### config.mk
export PLATFORM = sky130hd
export DESIGN_NAME = pmd_mode_data
export DESIGN_NICKNAME = d
export VERILOG_FILES = /design/src/inc/pmd_pkg.sv /design/src/design/pmd_image_ram.sv /design/src/design/pmd_mode_data.sv
export SDC_FILE = /design/constraint.sdc
export NUM_CORES = 1
export LEC_CHECK = 0
export CAP_MARGIN = 0
export CORE_ASPECT_RATIO = 0.6
export CORE_MARGIN = 4
export CORE_UTILIZATION = 60
export DETAILED_ROUTE_END_ITERATION = 12
export DONT_BUFFER_PORTS = 1
export PLACE_DENSITY = 0.84
export SETUP_SLACK_MARGIN = 0.15
export SYNTH_ARGS = -nofsm -noshare
export SYNTH_HDL_FRONTEND = slang
export SYNTH_SLANG_ARGS = --single-unit
### constraint.sdc
create_clock -name i_clk -period 18.05 [get_ports i_clk]
set_clock_uncertainty 0.2 [all_clocks]
set_input_delay 2.7075 -clock i_clk [delete_from_list [all_inputs] [get_ports i_clk]]
set_output_delay 2.7075 -clock i_clk [all_outputs]
set_load 0.1 [all_outputs]
### src/inc/pmd_pkg.sv
// Constants and types shared by the mode and data image logic.
package pmd_pkg;

	////////////////////////////////////////////////////////////////////////
	// Image geometry and byte addresses.
	localparam int unsigned IMG_BYTES   = 16;
	localparam logic [3:0]  ADR_MODE    = 4'h0;
	localparam logic [3:0]  ADR_CARD    = 4'h1;
	localparam logic [3:0]  ADR_DOUT    = 4'h2;
	localparam logic [3:0]  ADR_DIN_LO  = 4'h2;
	localparam logic [3:0]  ADR_DIN_HI  = 4'h3;
	localparam logic [3:0]  ADR_SUPPLY  = 4'h5;
	localparam logic [3:0]  ADR_OVLD    = 4'h7;
	localparam logic [3:0]  ADR_DCARD   = 4'h8;
	localparam logic [3:0]  ADR_ENC_ST1 = 4'ha;
	localparam logic [3:0]  ADR_ENC_CTL = 4'hb;
	localparam logic [3:0]  ADR_ENC_ST2 = 4'hb;
	localparam logic [3:0]  ADR_ENC_VAL = 4'hc;
	localparam logic [3:0]  ADR_ENC_V16 = 4'he;
	localparam logic [3:0]  ADR_APP_LO  = 4'h2;

	////////////////////////////////////////////////////////////////////////
	// Mode commands, status codes and bit positions.
	localparam logic [3:0] CMD_KEEP     = 4'h0;
	localparam logic [3:0] CMD_NRM_STOP = 4'h1;
	localparam logic [3:0] CMD_NRM_RUN  = 4'h2;
	localparam logic [3:0] CMD_DBG_STOP = 4'h5;
	localparam logic [3:0] CMD_DBG_RUN  = 4'h6;
	localparam logic [3:0] CMD_SS_IDLE  = 4'h8;
	localparam logic [3:0] CMD_SS_SCAN  = 4'ha;
	localparam logic [3:0] STS_SSCAN    = 4'ha;
	localparam int unsigned BIT_RUN      = 1;
	localparam int unsigned BIT_SINGLE   = 3;
	localparam int unsigned BIT_BUSY     = 6;
	localparam int unsigned ENC_SIZE_BIT = 0;
	localparam logic [7:0]  ENC_CTL_MASK = 8'h07;

	////////////////////////////////////////////////////////////////////////
	// Program-card status codes.
	localparam logic [2:0] CARD_GOOD     = 3'h0;
	localparam logic [2:0] CARD_NONE     = 3'h1;
	localparam logic [2:0] CARD_BAD      = 3'h2;
	localparam logic [2:0] CARD_NOPROG   = 3'h3;
	localparam logic [2:0] CARD_CORRUPT  = 3'h4;
	localparam logic [2:0] CARD_MISMATCH = 3'h7;

	////////////////////////////////////////////////////////////////////////
	// Operating modes, one-hot.
	typedef enum logic [4:0] {
		MODE_NRM_STOP = 5'b00001,
		MODE_NRM_RUN  = 5'b00010,
		MODE_DBG_STOP = 5'b00100,
		MODE_DBG_RUN  = 5'b01000,
		MODE_SSCAN    = 5'b10000
	} pmd_mode_type;

	////////////////////////////////////////////////////////////////////////
	// Carriers and state records.
	typedef struct packed {
		logic [3:0] addr;
		logic [7:0] data;
		logic       valid;
	} pmd_wr_type;

	typedef struct packed {
		logic [14:0] din;
		logic [3:0]  supply;
		logic [7:0]  overload;
	} pmd_pins_type;

	typedef struct packed {
		logic        card_err;
		logic        enc_sel;
		logic [7:0]  enc_stat2;
		logic [31:0] enc_value;
	} pmd_core_type;

	typedef struct packed {
		pmd_pins_type          s1;
		pmd_pins_type          s2;
		logic [15:0][7:0]      out_img;
		pmd_mode_type          mode;
		logic                  run_prev;
		logic [3:0]            walk;
		logic [7:0]            dout;
		logic [2:0]            enc_ctrl;
		logic [31:0]           enc_preset;
		logic [111:0]          app_out;
		logic                  scan;
		logic                  run;
	} pmd_state_type;

	typedef struct packed {
		logic [15:0][7:0] mem;
		logic [7:0]       rdata;
	} pmd_ram_type;

	localparam pmd_mode_type  MODE_RST = MODE_NRM_STOP;
	localparam pmd_state_type ST_RST   = '{mode: MODE_RST, default: '0};
	localparam pmd_ram_type   RAM_RST  = '0;

endpackage : pmd_pkg

### src/design/pmd_image_ram.sv
// Sixteen-byte input image memory with a registered read port.
`timescale 1ns/1ns
module pmd_image_ram (
	// Clock and reset.
	input  wire logic       i_clk,
	input  wire logic       i_rst,
	// Write port.
	input  wire logic       i_we,
	input  wire logic [3:0] i_waddr,
	input  wire logic [7:0] i_wdata,
	// Read port.
	input  wire logic [3:0] i_raddr,
	output logic      [7:0] o_rdata
);
	import pmd_pkg::*;

	pmd_ram_type r;
	pmd_ram_type n;

	// A read in the cycle of a write to the same byte returns the old value.
	always_comb begin
		n = r;
		n.rdata = r.mem[i_raddr];
		if (i_we) begin
			n.mem[i_waddr] = i_wdata;
		end
	end

	// State register.
	always_ff @(posedge i_clk or posedge i_rst) begin
		if (i_rst) begin
			r <= RAM_RST;
		end else begin
			r <= n;
		end
	end

	assign o_rdata = r.rdata;

endmodule : pmd_image_ram

### src/design/pmd_mode_data.sv
// Mode command decoder and sixteen-byte process image of the module.
//
// Operation
// Sixteen input bytes offered and sixteen output bytes taken every exchange.
// Output bytes 0 and 1 are commands; input bytes 0 and 1 are status.
// Normal mode passes bytes 2 to 15 unchanged both ways.
// Debug: output byte 2 drives outputs; input bytes 2, 3 show inputs.
// Debug: supply, overloads, card and encoder status at bytes 5,7,8,10,11.
// Debug: output byte 11 encoder control, bytes 12-15 preset, MSB first.
// Debug: encoder data in bytes 12-15, LSB at 15; 16-bit from 14.
// Mode command in bits 3..0 of byte 0; other command bits reserved.
// Command 0000 keeps state, 0001 normal stop, 0010 normal run.
// 0101 debug stop with outputs off, 0110 debug run; status echoes them.
// 1010 single scan with one scan; 1000 single-scan idle, no scan.
// With single bit set, one scan per 0 to 1 change of run bit.
// Status bits 3..0: 0001 stopped, 0010 running, 1010 single scan.
// Busy bit 6 set while unable; no I/O or diagnostic update then.
// Card code: 000 good, 001 absent, 010 bad or invalid.
// Card code 011 no program, 100 corrupted, 111 mismatch only if native.
// Master changes modes only through the command byte; data per program.
// Master exchanges the image over the fieldbus through the rack adapter.
// Master writes reserved bits as zero; status reserved bits read zero.
// Undefined command codes leave the mode and status unchanged.
`timescale 1ns/1ns
module pmd_mode_data (
	// Clock and reset.
	input  wire logic                  i_clk,
	input  wire logic                  i_rst,
	// Master side of the cyclic image.
	input  wire pmd_pkg::pmd_wr_type   i_wr,
	input  wire logic                  i_cycle_end,
	input  wire logic [3:0]            i_rd_addr,
	output logic      [7:0]            o_rd_data,
	// Module core status.
	input  wire logic                  i_busy,
	input  wire logic [2:0]            i_card,
	input  wire logic                  i_native,
	input  wire pmd_pkg::pmd_core_type i_core,
	// User program side.
	input  wire logic [111:0]          i_app_in,
	input  wire logic [7:0]            i_prog_dout,
	output logic      [111:0]          o_app_out,
	output logic                       o_prog_run,
	output logic                       o_scan,
	// Field pins and encoder control.
	input  wire pmd_pkg::pmd_pins_type i_pins,
	output logic      [7:0]            o_dout,
	output logic      [2:0]            o_enc_ctrl,
	output logic      [31:0]           o_enc_preset
);
	import pmd_pkg::*;

	////////////////////////////////////////////////////////////////////////
	// Helper functions.

	// Status code that the mode reports.
	function automatic logic [3:0] status_of(input pmd_mode_type m);
		logic [3:0] s;
		s = CMD_NRM_STOP;
		case (m)
		MODE_NRM_RUN: s = CMD_NRM_RUN;
		MODE_DBG_STOP: s = CMD_DBG_STOP;
		MODE_DBG_RUN: s = CMD_DBG_RUN;
		MODE_SSCAN: s = STS_SSCAN;
		default: s = CMD_NRM_STOP;
		endcase
		return s;
	endfunction : status_of

	// True in either debug mode.
	function automatic logic is_debug(input pmd_mode_type m);
		return (m == MODE_DBG_STOP) || (m == MODE_DBG_RUN);
	endfunction : is_debug

	// True for every defined command code.
	function automatic logic cmd_known(input logic [3:0] c);
		return (c == CMD_KEEP) || (c == CMD_NRM_STOP) ||
			(c == CMD_NRM_RUN) || (c == CMD_DBG_STOP) ||
			(c == CMD_DBG_RUN) || (c == CMD_SS_IDLE) ||
			(c == CMD_SS_SCAN);
	endfunction : cmd_known

	// Application byte for image address a (byte 2 sits lowest).
	function automatic logic [7:0] app_byte(input logic [111:0] d,
		input logic [3:0] a);
		logic [6:0] sh;
		sh = {a - ADR_APP_LO, 3'b000};
		return d[sh +: 8];
	endfunction : app_byte

	// Big-endian byte of a word placed at bytes 12 to 15.
	function automatic logic [7:0] word_byte(input logic [31:0] w,
		input logic [3:0] a);
		logic [3:0] k;
		logic [4:0] sh;
		k = 4'hf - a;
		sh = {k[1:0], 3'b000};
		return w[sh +: 8];
	endfunction : word_byte

	////////////////////////////////////////////////////////////////////////
	// State and combinational helpers.
	pmd_state_type r;
	pmd_state_type n;
	logic [3:0]    cmd;
	logic          take;
	logic [2:0]    card_code;
	logic [3:0]    stat_now;
	logic [31:0]   word;
	logic [7:0]    in_byte;
	logic          ram_we;
	logic          dbg;

	// A command counts only at a bus-cycle boundary while not busy.
	assign cmd  = r.out_img[ADR_MODE][3:0];
	assign take = i_cycle_end && !i_busy;

	// Mismatch is only meaningful to a native master.
	assign card_code = (i_card == CARD_MISMATCH && !i_native) ?
		CARD_GOOD : i_card;
	assign stat_now = status_of(r.mode);

	////////////////////////////////////////////////////////////////////////
	// Next-state logic: image capture, mode machine, outputs, input walk.
	always_comb begin
		n = r;
		dbg = 1'b0;
		in_byte = 8'h00;
		ram_we = 1'b0;
		word = 32'h0000_0000;
		n.s1 = i_pins;
		n.s2 = r.s1;
		n.scan = 1'b0;
		n.walk = r.walk + 4'h1;
		// Output image bytes are refused while busy.
		if (i_wr.valid && !i_busy) begin
			n.out_img[i_wr.addr] = i_wr.data;
		end
		// Mode machine, stepped once per exchange.
		if (take) begin
			n.run_prev = cmd[BIT_RUN];
			case (cmd)
			CMD_KEEP: n.mode = r.mode;
			CMD_NRM_STOP: n.mode = MODE_NRM_STOP;
			CMD_NRM_RUN: n.mode = MODE_NRM_RUN;
			CMD_DBG_STOP: n.mode = MODE_DBG_STOP;
			CMD_DBG_RUN: n.mode = MODE_DBG_RUN;
			CMD_SS_IDLE: n.mode = MODE_SSCAN;
			CMD_SS_SCAN: begin
				n.mode = MODE_SSCAN;
				n.scan = cmd[BIT_SINGLE] && !r.run_prev;
			end
			default: n.mode = r.mode;
			endcase
		end
		n.run = (n.mode == MODE_NRM_RUN) || (n.mode == MODE_DBG_RUN);
		// Outputs freeze while busy.
		if (!i_busy) begin
			if (n.mode == MODE_DBG_RUN) begin
				n.dout = r.out_img[ADR_DOUT];
			end else if (n.mode == MODE_DBG_STOP) begin
				n.dout = 8'h00;
			end else begin
				n.dout = i_prog_dout;
			end
			if (is_debug(n.mode)) begin
				n.enc_ctrl = r.out_img[ADR_ENC_CTL][2:0] &
					ENC_CTL_MASK[2:0];
				n.enc_preset = {r.out_img[ADR_ENC_VAL],
					r.out_img[ADR_ENC_VAL + 4'h1],
					r.out_img[ADR_ENC_V16],
					r.out_img[ADR_ENC_V16 + 4'h1]};
			end else begin
				n.enc_ctrl = 3'h0;
				n.app_out = r.out_img[15:2];
			end
		end
		// Compose the input byte at the walk address.
		dbg = is_debug(r.mode);
		word = i_core.enc_stat2[ENC_SIZE_BIT] ? i_core.enc_value :
			{16'h0000, i_core.enc_value[15:0]};
		if (r.walk == ADR_MODE) begin
			in_byte = {1'b0, i_busy, 2'b00, stat_now};
		end else if (r.walk == ADR_CARD) begin
			in_byte = {5'h00, card_code};
		end else if (!dbg) begin
			in_byte = app_byte(i_app_in, r.walk);
		end else if (r.walk == ADR_DIN_LO) begin
			in_byte = r.s2.din[7:0];
		end else if (r.walk == ADR_DIN_HI) begin
			in_byte = {1'b0, r.s2.din[14:8]};
		end else if (r.walk == ADR_SUPPLY) begin
			in_byte = {r.s2.supply, 4'h0};
		end else if (r.walk == ADR_OVLD) begin
			in_byte = r.s2.overload;
		end else if (r.walk == ADR_DCARD) begin
			in_byte = {i_core.card_err, 7'h00};
		end else if (r.walk == ADR_ENC_ST1) begin
			in_byte = {7'h00, i_core.enc_sel};
		end else if (r.walk == ADR_ENC_ST2) begin
			in_byte = i_core.enc_stat2;
		end else if (r.walk >= ADR_ENC_VAL) begin
			in_byte = word_byte(word, r.walk);
		end else begin
			in_byte = 8'h00;
		end
		// Only the two status bytes refresh while busy.
		ram_we = !i_busy || (r.walk <= ADR_CARD);
	end

	// State register.
	always_ff @(posedge i_clk or posedge i_rst) begin
		if (i_rst) begin
			r <= ST_RST;
		end else begin
			r <= n;
		end
	end

	////////////////////////////////////////////////////////////////////////
	// Input image memory read by the master.
	pmd_image_ram u_in_img (
		.i_clk   (i_clk),
		.i_rst   (i_rst),
		.i_we    (ram_we),
		.i_waddr (r.walk),
		.i_wdata (in_byte),
		.i_raddr (i_rd_addr),
		.o_rdata (o_rd_data)
	);

	// Outputs come straight from the state register.
	assign o_app_out    = r.app_out;
	assign o_prog_run   = r.run;
	assign o_scan       = r.scan;
	assign o_dout       = r.dout;
	assign o_enc_ctrl   = r.enc_ctrl;
	assign o_enc_preset = r.enc_preset;
endmodule : pmd_mode_data

# Yosys cells after proc, flatten, opt, wreduce, memory -nomap -nowiden
# Index checks and enable logic that the tools add are counted.
# word_totals
wordCells	130
in_bits	214
regBits	485
# classes
eq_ne	22
muxes	29
n_lt_le_gt_ge	7
bitwise	2
shift	2
n_addsub	3
n_reduce_logical	17
# op_table
operator	n
bitwise mux 128 bit	2
2-to-1 mux 8 bit	16
indexed part select 112 x 8 -> 8 bit	1
demux 8 bit (select 4 bit)	2
binary-select mux 8 bit (select 4 bit)	1
2-to-1 mux 32 bit	1
indexed part select 32 x 6 -> 8 bit	1
one-hot mux 5 bit (5 select lines)	1
equality test 4 bit (second input constant)	5
equality test 4 x 3 -> 1 bit (second input constant)	4
one-hot mux 4 bit (4 select lines)	1
less-than comparator 4 x 5 -> 1 bit (second input constant)	3
equality test 4 x 2 -> 1 bit (second input constant)	3
equality test 5 x 2 -> 1 bit (second input constant)	2
equality test 5 x 3 -> 1 bit (second input constant)	2
equality test 5 x 4 -> 1 bit (second input constant)	2
equality test 4 x 1 -> 1 bit (second input constant)	2
>= comparator 4 x 1 -> 1 bit (second input constant)	2
logical AND 1 bit	6
2-to-1 mux 3 bit	2
2-to-1 mux 6 bit	1
equality test 5 bit (second input constant)	1
adder 4 x 1 -> 4 bit (second input constant)	1
>= comparator 4 bit (second input constant)	1
other kinds (11)	19

# Depth between registers and ports, before layout
# Gate-level depths: netlist (run 1).
# depth
depth_word	14
ltp_mapped	14
ltp_nobuf	8

# Cells and area by module
# From an unflattened synthesis (run 1), not the netlist that was laid out.
# unflattened
cells_unflattened	1992
hier_area_um2	23343.6
# modules_own_cells
module	seq_area_each_um2	area_per_inst_um2	n_inst	cells_per_inst
pmd_mode_data	8434.3	17200.2	1	1607
pmd_image_ram	3403.3	6143.4	1	385

# Least setup slack after synthesis (run 1)
# Ideal clock, no wire load.
# synth_path
path_kind	input -> register
startpoint	input port i_busy
endpoint	register r, in the netlist o_enc_preset[0]
n_path_buf	2
stages	8
arrival_time_ps	4604
setup_ps	128
slack_ps	13118
cell_sequence	or4b_1 -> o221ai_2 -> o211ai_1 -> a211oi_2 -> nor2b_1 -> buf_2 -> buf_4 -> mux2_1
# synth_via
elab_chain_cells	6
word_cells_on_any_way	8
classes_between	eq/ne (2); mux (1); bitwise (1); reduce/logical (4)
# synth_lines
item	line	text
start: declaration	pmd_mode_data.sv:35	input wire logic i_busy,
zero test 1 bit	pmd_mode_data.sv:116	assign take = i_cycle_end && !i_busy;
logical AND 1 bit	pmd_mode_data.sv:116	
2-to-1 mux 6 bit	pmd_mode_data.sv:140	if (take) begin
equality test 5 x 3 -> 1 bit or equality test 5 x 4 -> 1 bit (tied branches)	pmd_mode_data.sv:72	return (m == MODE_DBG_STOP) || (m == MODE_DBG_RUN);
logical OR 1 bit	pmd_mode_data.sv:72	
AND reduction 2 bit (no source line) *	n/a	
end signal: assignment	pmd_mode_data.sv:216	r <= n;
end: declaration	pmd_mode_data.sv:103	pmd_state_type r;
# Mark *: on every way between the ends. The rest lies on a longest branch, timed or not.
# A chain may end at the register's enable or synchronous reset.

# Final worst setup path (run 1)
# layout_path
startpoint	input port i_busy
endpoint	register r, in the netlist o_app_out[107]
# layout_via
elab_chain_cells	7
word_cells_on_any_way	9
classes_between	eq/ne (2); mux (1); bitwise (2); reduce/logical (4)
# layout_lines
item	line
zero test 1 bit	pmd_mode_data.sv:116
logical AND 1 bit	pmd_mode_data.sv:116
2-to-1 mux 6 bit	pmd_mode_data.sv:140
equality test 5 x 3 -> 1 bit or equality test 5 x 4 -> 1 bit (tied branches)	pmd_mode_data.sv:72
logical OR 1 bit	pmd_mode_data.sv:72
inverter 1 bit (no source line)	n/a
AND reduction 2 bit (no source line) *	n/a
# Marked as above.

==> results of run 1 <==
-- where the power goes --
part	total, W	internal [W]	switching, W
sequential	0.00221	0.00125	0.000961
clock	0.000957	0.000564	0.000393
combinational	0.000347	0.000210	0.000137
-- cell type report --
type,instances,area share (%)
inverters,7,0.153
clock buffers,56,5.36
well taps,467,2.64
multi-input cells,932,36.4
clock inverters,20,1.31
repair buffers,15,0.509
flip-flops and latches,473,53.6
diodes,4,0.0453
-- how the worst max path moves through the flow --
| stage | start | endpoint | slack [ps] | depth (start not counted) |
|---|---|---|---|---|
| after floorplan | i_rst | cmd[0]$_DFFE_PP0P_ | 1950 | 1 |
| after global placement | i_busy | o_app_out[107]$_DFFE_PP0P_ | 11080 | 9 |
| after detailed placement | i_busy | o_app_out[107]$_DFFE_PP0P_ | 10980 | 9 |
| after CTS | i_busy | o_app_out[107]$_DFFE_PP0P_ | 11530 | 9 |
| after global routing | i_busy | o_app_out[107]$_DFFE_PP0P_ | 11390 | 9 |
| final | i_busy | o_app_out[107]$_DFFE_PP0P_ | 11560 | 9 |
-- synthesized netlist by cell type, drive strengths merged, types with 3 or more instances --
cell type,number,area share (%)
dfrtp,472,55
mux2,263,15
buf,203,7.0
nand2,160,2.8
o21ai,146,3.4
clkbuf,57,1.0
mux4,53,5.5
mux2i,49,2.3
nor2,40,0.69
nand2b,20,0.58
a21oi,17,0.39
nor2b,16,0.46
nand3,13,0.30
a22oi,11,0.38
a31oi,11,0.32
o22ai,11,0.32
and2,10,0.29
ha,8,0.46
a22o,7,0.28
inv,7,0.12
nor3,7,0.16
nor3b,6,0.23
a221oi,5,0.20
nand4b,5,0.20
o211ai,5,0.17
or3,5,0.14
nand3b,4,0.14
o2111ai,4,0.16
or2,4,0.12
xnor2,4,0.16
a211oi,3,0.13
a21o,3,0.10
a311oi,3,0.12
and3,3,0.087
nor4,3,0.14
o31ai,3,0.10
xor2,3,0.12
-- per-layer routing --
| metal | track usage [%] | vias to the layer above |
|---|---|---|
| li1 | - | 5360 |
| met1 | 39.9 | 6592 |
| met2 | 38.3 | 518 |
| met3 | 8.92 | 79 |
| met4 | 6.95 | 0 |
| met5 | 0 | - |
-- worst max-delay path: cells and delay by family --
family | cells | cell delay [ps]
compound gates | 3 | 560
buf+inv | 3 | 1750
simple gates | 2 | 1260
mux | 1 | 410
-- state kept, by name, indices dropped and copies added, names as in the netlist --
register          flops
o_enc_preset         32
o_prog_run            1
u_in_img.r          128
o_enc_ctrl            3
o_app_out           112
o_scan                1
u_in_img.o_rdata      8
r                   149
n                    27
o_dout                8
cmd                   4
-- through the flow --
stage / instance area (µm²) / setup WS [ps] / total power, W
2_1_floorplan: 21600 / 1950 / 0.00263
3_3_place_gp: 20600 / 11080 / 0.00254
3_5_place_dp: 20600 / 10980 / 0.00257
4_1_cts: 22100 / 11530 / 0.00353
5_1_grt: 22100 / 11390 / 0.00364
6_report: 22100 / 11560 / 0.00351
-- cells by family (layout without fill, tap and decap cells) --
kind of cell               after synthesis  count (layout)  share of synthesized area (%)
AOI/OAI and AO/OA                      249             249                           6.89
muxes                                  365             365                           22.9
adders and majority gates                8               8                          0.463
other                                    0               4                              0
xor gates and xnor gates                 7               7                          0.284
buffers and inverters                  267              98                           8.10
and+or+nand+nor                        303             303                           6.61
DFF                                    473             473                           54.8
==> metrics, run 1 <==
Core ar. about 35000 µm²; clk sinks ~470; filler-free cell count of the finished design roughly 2000; Sequential Area 11800 µm²; average size of a mapped cell around 13 µm²; Area growth syn-to-layout 2.28%; largest net degree at the start of global routing 157; htree depth 2; met1 wire length approximately 23000 µm; input/output buffers 0; Global Route Usage Sum approximately 27%; Slew headroom ~17%; Hold Crit Depth 0; Final Util a little over three fifths; area of the multi-input gates between 8000 and 9000 µm²; wire per inst 26.6 µm; mapped cell area 21600 µm²; CP Cell Sequence or4b_1 -> o221ai_2 -> a211o_1 -> a211oi_2 -> buf_4 -> nor2_4 -> buf_4 -> buf_4 -> mux2_2; Required @ worst endpoint about 18000 ps; Detailed Route WL 52500 µm; Min Hold Slack about 140 ps; Post-Synthesis Cells roughly 1700; RSZ-0062 raised after global routing no; fillers around 2600; initial antenna violation count 5; clock buffer count from CTS 42; met3 WL 5150 µm; die width around 250 µm; CTS tree yes; Max Cap Viol 0; GRT overflow 0; Fin. Hold Viols 0; Routed met2 length 22900 µm; hpwl dp 37000 µm; leakage power 10.3 nW; most common library cell in the layout ignoring fill and taps dfrtp_1; hold path endpoint r[321]$_DFF_PP0_; Mapped Nets roughly 1900; Setup crit end kind flop; Placed Cells incl. Taps 1894; Vias per Instance ~6.4; Vias roughly 13000; Reg2Reg Setup Slack 13170 ps; Hold Crit Class reg2reg; Nets about 1700; first-pass GRT wire length around 80000 µm; RePlAce Congestion around 1; DIE HEIGHT roughly 160 µm; cts-stage hold buffer count 0; CTS root buffer clkbuf_16; vias in the first global route approximately 13000; Clk Latency, worst-skew pair 540 ps; setup_tns 0 ps; Reg2Reg Capture Point o_app_out[107]$_DFFE_PP0P_; Initial Util between 60% and 70%; Initial DRC Count between 1000 and 1500; remaining antenna violation count 0; ys flop type dfrtp_1; Yosys reg bits ~470; Post-CTS Setup Bufs 0; CP most frequent cell buf_4; row count between 50 and 60; Critical Path Start Type input port; sequential area share after synthesis a little over half; worst r2r src cmd[0]$_DFFE_PP0P_; Top Metal Used met4; CP max FO 51; Final Max Slew Viols 0; Period Utilization, post-route between 30 and 40%; Worst Tran Pin Value approximately 1200 ps; commonest cells after routing, fill and taps aside dfrtp_1, nand2_1, mux2_2; clk slew on worst S/H paths 60 ps; worst min-delay path startpoint n[321]$_DFF_PP0_; critical path's slowest cell buf_4; Setup CP Type in2reg; post-CTS sizing 0; share of cells above drive strength 1 between 20% and 30%; Max VDD drop approximately 0.094 mV; reg2reg path depth 9; Initial DRT Pass Iterations 6; # IOs around 380; Final setup viols 0; PD cells between 150 and 200 nW/µm²; Die ar. slightly below 40000 µm²; Post-synth EDFFs 0; Synth Warn # 0; number of distinct library cells after synthesis 69; Worst path max stage delay 830 ps; Tmin final about 6500 ps; drt drc 0; Max Clk Rate about 150 MHz; outcome finished, final reports clean; Bufs on Longest Clock Path 3; CP arrival ~6700 ps; Async S/R FF share, synth 100%
Note: power is estimated with default switching activity, not from simulation.
==> inputs of run 2 (changes only) <==
- clock period: 18.05 -> 6.1 ns (I/O delays scaled with it)
==> run 2 against run 1 <==
Compared with the run above: clock power rose to 2.9 times the previous value; non-clock buffer count shrank 2; first-iteration DRC count increased by 2.8%; cell area barely moved; setup slack got worse by 9500 ps; combinational power grew to 3.0 times the previous value; via count is 0.39% higher; register-to-register slack worse by 11000 ps; sequential share of layout area about the same; die area unchanged; largest cell class unchanged.
==> metrics, run 2 (synthesis results as in run 1) <==
Clk Latency, worst-skew pair 540 ps (about the same); # IOs 379 (unchanged); Core ar. 35300 µm² (unchanged); Critical Path Start Type flop; largest net degree at the start of global routing 183 (+17%); Final Util 62.6% (about the same); fillers 2543 (-2.7%); Period Utilization, post-route approximately two thirds; CP max FO 25 (-51%); cts-stage hold buffer count 0 (unchanged); Detailed Route WL 53100 µm (+0.98%); wire per inst 26.9 µm (+1.1%); clock buffer count from CTS 42 (unchanged); PD cells 468 nW/µm² (+190%); Worst Tran Pin Value 1140 ps (-101 ps); Final setup viols 0 (unchanged); row count 53 (unchanged); area of the multi-input gates 8040 µm² (about the same); Setup crit end kind flop; Vias 12600 (+0.39%); max FFs per register 149 (unchanged); Min Hold Slack 38.5 ps (-105 ps); Initial DRC Count 1195 (+2.8%); Nets 1691 (-0.12%); CP arrival 4320 ps (-2400 ps); Die ar. 39200 µm² (unchanged); CTS tree yes; pre-CTS WS 1770 ps (-9210 ps); commonest cells after routing, fill and taps aside dfrtp_1, nand2_1, mux2_2; die width 253 µm (unchanged); Reg with most FFs r; most common library cell in the layout ignoring fill and taps dfrtp_1; Bufs on Longest Clock Path 3 (unchanged); Global Route Usage Sum 26.7% (-0.096 points); Hold Crit Class in2async; first-pass GRT wire length 79800 µm (-0.67%); remaining antenna violation count 0 (unchanged); CTS root buffer clkbuf_16; Final Max Slew Viols 0 (unchanged); Required @ worst endpoint 6330 ps (-11940 ps); GRT overflow 0 (unchanged); Tmin final around 4100 ps; Setup CP Type reg2reg; Setup WS post-layout 2010 ps (-9550 ps); initial antenna violation count 5 (unchanged); Sequential Area 11800 µm² (unchanged); share of cells above drive strength 1 25.6% (-0.12 points); RSZ-0062 raised after global routing no; htree depth 2 (unchanged); Max VDD drop 0.269 mV (+190%); Post-CTS Setup Bufs 0 (unchanged); drt drc 0 (unchanged); Fin. Hold Viols 0 (unchanged); leakage power 10.3 nW (about the same); Vias per Instance 6.39 (+0.49%); RePlAce Congestion 0.977 (about the same); Initial DRT Pass Iterations 6 (unchanged); Max Clk Rate about 240 MHz; clk sinks 473 (unchanged); clk slew on worst S/H paths 70 ps (about the same); Slew headroom 23.9% (+7.2 points); outcome finished, final reports clean; vias in the first global route 12800 (-0.57%); input/output buffers 0 (unchanged); Area growth syn-to-layout 2.24% (about the same); DIE HEIGHT 155 µm (unchanged); Max Cap Viol 0 (unchanged); Initial Util 61.3% (unchanged); post-CTS sizing 0 (unchanged); hpwl dp 37000 µm (+0.12%)
==> run 2: cell count changes in the layout (fill, tap and decap cells not counted), sizes merged <==
cell / delta
clkinv: +2
buf: -2
diode: -1
clkinvlp: -1
clkbuf: +2
bufinv: -2
==> run 2: worst paths after layout <==
path,from,to,slack [ps],cells past startpoint
max in group asynchronous,i_rst,u_in_img.o_rdata[6]$_DFF_PP0_,4370,2
min reg2reg,n[300]$_DFF_PP0_,r[300]$_DFF_PP0_,150,0
max,r[159]$_DFF_PP0_,u_in_img.r[106]$_DFFE_PP0P_,2010,8
min,i_rst,o_app_out[18]$_DFFE_PP0P_,40,1
max reg2reg,r[159]$_DFF_PP0_,u_in_img.r[106]$_DFFE_PP0P_,2010,8
min in group i_clk,n[300]$_DFF_PP0_,r[300]$_DFF_PP0_,150,0
==> run 2: power breakdown <==
group / internal (W) / total, W / leakage (nW) / switching, W
logic: 0.000624 / 0.00103 / 3.60 / 0.000408
registers: 0.00369 / 0.00652 / 5.95 / 0.00284
clock network: 0.00161 / 0.00279 / 0.719 / 0.00117
total: 0.00592 / 0.0103 / 10.3 / 0.00442
==> run 2: metrics by stage <==
stage / std cells / setup TNS, ps / area (µm²) / total power [W]
finish: 1972 / 0 / 22100 / 0.0103
global route: 1971 / 0 / 22100 / 0.0107
CTS: 1969 / 0 / 22100 / 0.0104
detailed placement: 1892 / 0 / 20600 / 0.00761
global placement: 1892 / 0 / 20600 / 0.00752
floorplan: 1672 / -670720 / 21600 / 0.00777
==> run 2: area by class of cell <==
cell class / count / share of cell area, %
flip-flops and latches: 473 / 53.6
clock inverters: 19 / 1.06
diodes: 3 / 0.0340
inverters: 7 / 0.136
multi-input cells: 932 / 36.4
repair buffers: 13 / 0.668
well taps: 467 / 2.64
clock buffers: 58 / 5.49
==> run 2: critical path, cell delays in order, from the launching register on <==
cell	delay, ps
dfrtp_1	820
inv_1	320
ha_1	770
nor2b_1	230
a22o_1	260
a221oi_1	240
o32ai_1	130
nand4b_1	630
o21ai_0	360
==> run 2: per-layer routing <==
layer  wire (µm)  track usage, %  vias up
met5          88           0.994        -
met4        1660            7.58        6
met3        6000            11.0      126
met2       22500            37.2      599
met1       22800            38.8     6518
li1            -               -     5349
==> inputs of run 3 (changes only) <==
- clock period: 6.1 -> 4.2 ns (I/O delays scaled with it)
==> run 3 against run 2 <==
Compared with the run above: sequential cell count is the same; global-route usage grew 0.80 points; non-clock buffer count grew 65; fmax grew 17%; clock power grew 44%; critical endpoint is now u_in_img.r[120]$_DFFE_PP0P_; count of clock-buffer cells in the layout is the same.
==> metrics, run 3 (synthesis results as in run 1) <==
area post-placement 20800 µm² (+0.99%); CP arrival 3660 ps (-660 ps); GRT overflow 0 (unchanged); Fin. Hold Viols 0 (unchanged); input/output buffers 0 (unchanged); CP startpoint r[157]$_DFF_PP0_; outcome finished, final reports clean; Sw Share 43.2% (+0.48 points); Clk Latency, worst-skew pair 550 ps (about the same); RSZ-0062 raised after global routing no; Initial Util 61.3% (unchanged); Max Cap Viol 0 (unchanged); Core ar. 35300 µm² (unchanged); Area growth syn-to-layout 5.18%; Reg power frac 63.1% (about the same); PD cells 662 nW/µm² (+41%); leakage power 10.6 nW (+2.9%); clk sinks 473 (unchanged); Buffers & Inverters on Critical Path 1 (unchanged); Post-CTS Setup Bufs 0 (unchanged); critical path's slowest cell o2111ai_1; Setup CP Type reg2reg; CTS root buffer clkbuf_16; internal power component 0.00854 W (+44%); area of the multi-input gates 8040 µm² (unchanged); Tmin final 3490 ps (-608 ps); Reg2Reg Setup Slack 710 ps (-1290 ps); Final Max Slew Viols 0 (unchanged); Bufs on Longest Clock Path 3 (unchanged); htree depth 2 (unchanged); Min Hold Slack 31.4 ps (-7.09 ps); Max Clk Rate 287 MHz (+17%); Slew headroom 17.0% (-6.9 points); CP max FO 26 (+4.0%); # IOs 379 (unchanged); worst r2r src r[157]$_DFF_PP0_; Switch Pwr 0.00650 W (+47%); row count 53 (unchanged); Setup crit end kind flop; Initial DRC Count 1319 (+10%); CP most frequent cell o21ai_0; clk slew on worst S/H paths 70 ps (about the same); initial antenna violation count 13 (+8); Global Route Usage Sum 27.5% (+0.80 points); remaining antenna violation count 0 (unchanged); Worst path max stage delay 1010 ps (+190 ps); clock power share 26.6% (-0.3 points); Hold Crit Class in2reg; Final setup viols 0 (unchanged); Nets 1758 (+4.0%); Critical Path Start Type flop; Reg with most FFs r; Sequential Area 11800 µm² (unchanged); RePlAce Congestion 0.944 (-3.4%); most common library cell in the layout ignoring fill and taps dfrtp_1; DIE HEIGHT 155 µm (unchanged); max FFs per register 149 (unchanged); post-CTS sizing 0 (unchanged); clock buffer count from CTS 44 (+4.8%); Vias 12900 (+2.5%); hpwl dp 38100 µm (+2.9%); vias in the first global route 13100 (+2.5%); CTS tree yes; Vias per Instance 6.32 (-1.0%); worst min-delay path startpoint i_busy; Period Utilization, post-route 83.0% (+16 points); cts-stage hold buffer count 36 (+36); post-route cell area 22700 µm² (+2.9%); Final Util 64.4% (+1.8 points); drt drc 0 (unchanged); Max VDD drop 0.442 mV (+64%); Detailed Route WL 54500 µm (+2.6%); CP Cell Sequence buf_4 -> mux4_2 -> nand2_1 -> o21ai_0 -> o2111ai_1 -> o21ai_0; Die ar. 39200 µm² (unchanged); Worst Tran Pin Value 1240 ps (+103 ps); commonest cells after routing, fill and taps aside dfrtp_1, nand2_1, mux2_2; share of cells above drive strength 1 26.2% (+0.61 points); Initial DRT Pass Iterations 8 (+2); wire per inst 26.7 µm (-0.93%); first-pass GRT wire length 82600 µm (+3.5%); largest net degree at the start of global routing 103 (-44%); Required @ worst endpoint 4370 ps (-1960 ps); fillers 2568 (+0.98%); Logic pwr share 10.3% (+0.3 points); CP delay by family, top compound AO/OA/AOI/OAI gates; die width 253 µm (unchanged)
## run 3: cell count changes in the layout (fill, tap and decap cells not counted), moves of 2 or more
cell / change
buf_12: +2
clkbuf_16: +3
clkinv_8: +2
clkinvlp_4: +2
clkbuf_8: -3
buf_4: +22
diode_2: +3
dlygate4sd3_1: +41
bufinv_16: -3
## run 3: layout make-up
class,instances,area share [%]
Antenna cell,6,0.0661
Clock buffer,58,5.48
Clock inverter,22,0.930
Inverter,7,0.132
Multi-Input combinational cell,932,35.4
Sequential cell,473,52.1
Tap cell,467,2.57
Timing Repair Buffer,78,3.36
## run 3: final timing paths
| check | end | cells after the start |
|---|---|---|
| worst min register to register | r[297]$_DFF_PP0_ | 0 |
| min in group asynchronous | r[321]$_DFF_PP0_ | 2 |
| worst max register to register | u_in_img.r[120]$_DFFE_PP0P_ | 6 |
| max in group asynchronous | o_enc_preset[19]$_DFFE_PP0P_ | 4 |
| worst max-delay path | u_in_img.r[120]$_DFFE_PP0P_ | 6 |
| worst min-delay path | o_enc_ctrl[1]$_DFFE_PP0N_ | 2 |
## run 3: power groups by stage
| stage | clock network [W] | registers (W) | logic (W) |
|---|---|---|---|
| floorplan | 0 | 0.00587 | 0.00542 |
| global placement | 0 | 0.00951 | 0.00143 |
| detailed placement | 0 | 0.00957 | 0.00151 |
| CTS | 0.00409 | 0.00949 | 0.00155 |
| global route | 0.00428 | 0.00957 | 0.00170 |
| finish | 0.00401 | 0.00948 | 0.00155 |
## run 3: routing by layer
| metal | vias to the layer above | global-route usage, % | wire length, µm |
|---|---|---|---|
| li1 | 5495 | - | - |
| met1 | 6711 | 39.9 | 23400 |
| met2 | 585 | 39.2 | 24000 |
| met3 | 111 | 10.6 | 5670 |
| met4 | 14 | 7.27 | 1280 |
| met5 | - | 0 | 103 |
## run 3: metrics by stage
stage | worst slack, ps | TNS, ps | total power (W) | cells
after floorplan | -3040 | -1434250 | 0.0113 | 1672
after global placement | 782 | 0 | 0.0109 | 1916
after detailed placement | 764 | 0 | 0.0111 | 1916
after CTS | 780 | 0 | 0.0151 | 2032
after global routing | 491 | 0 | 0.0156 | 2042
final | 715 | 0 | 0.0150 | 2043
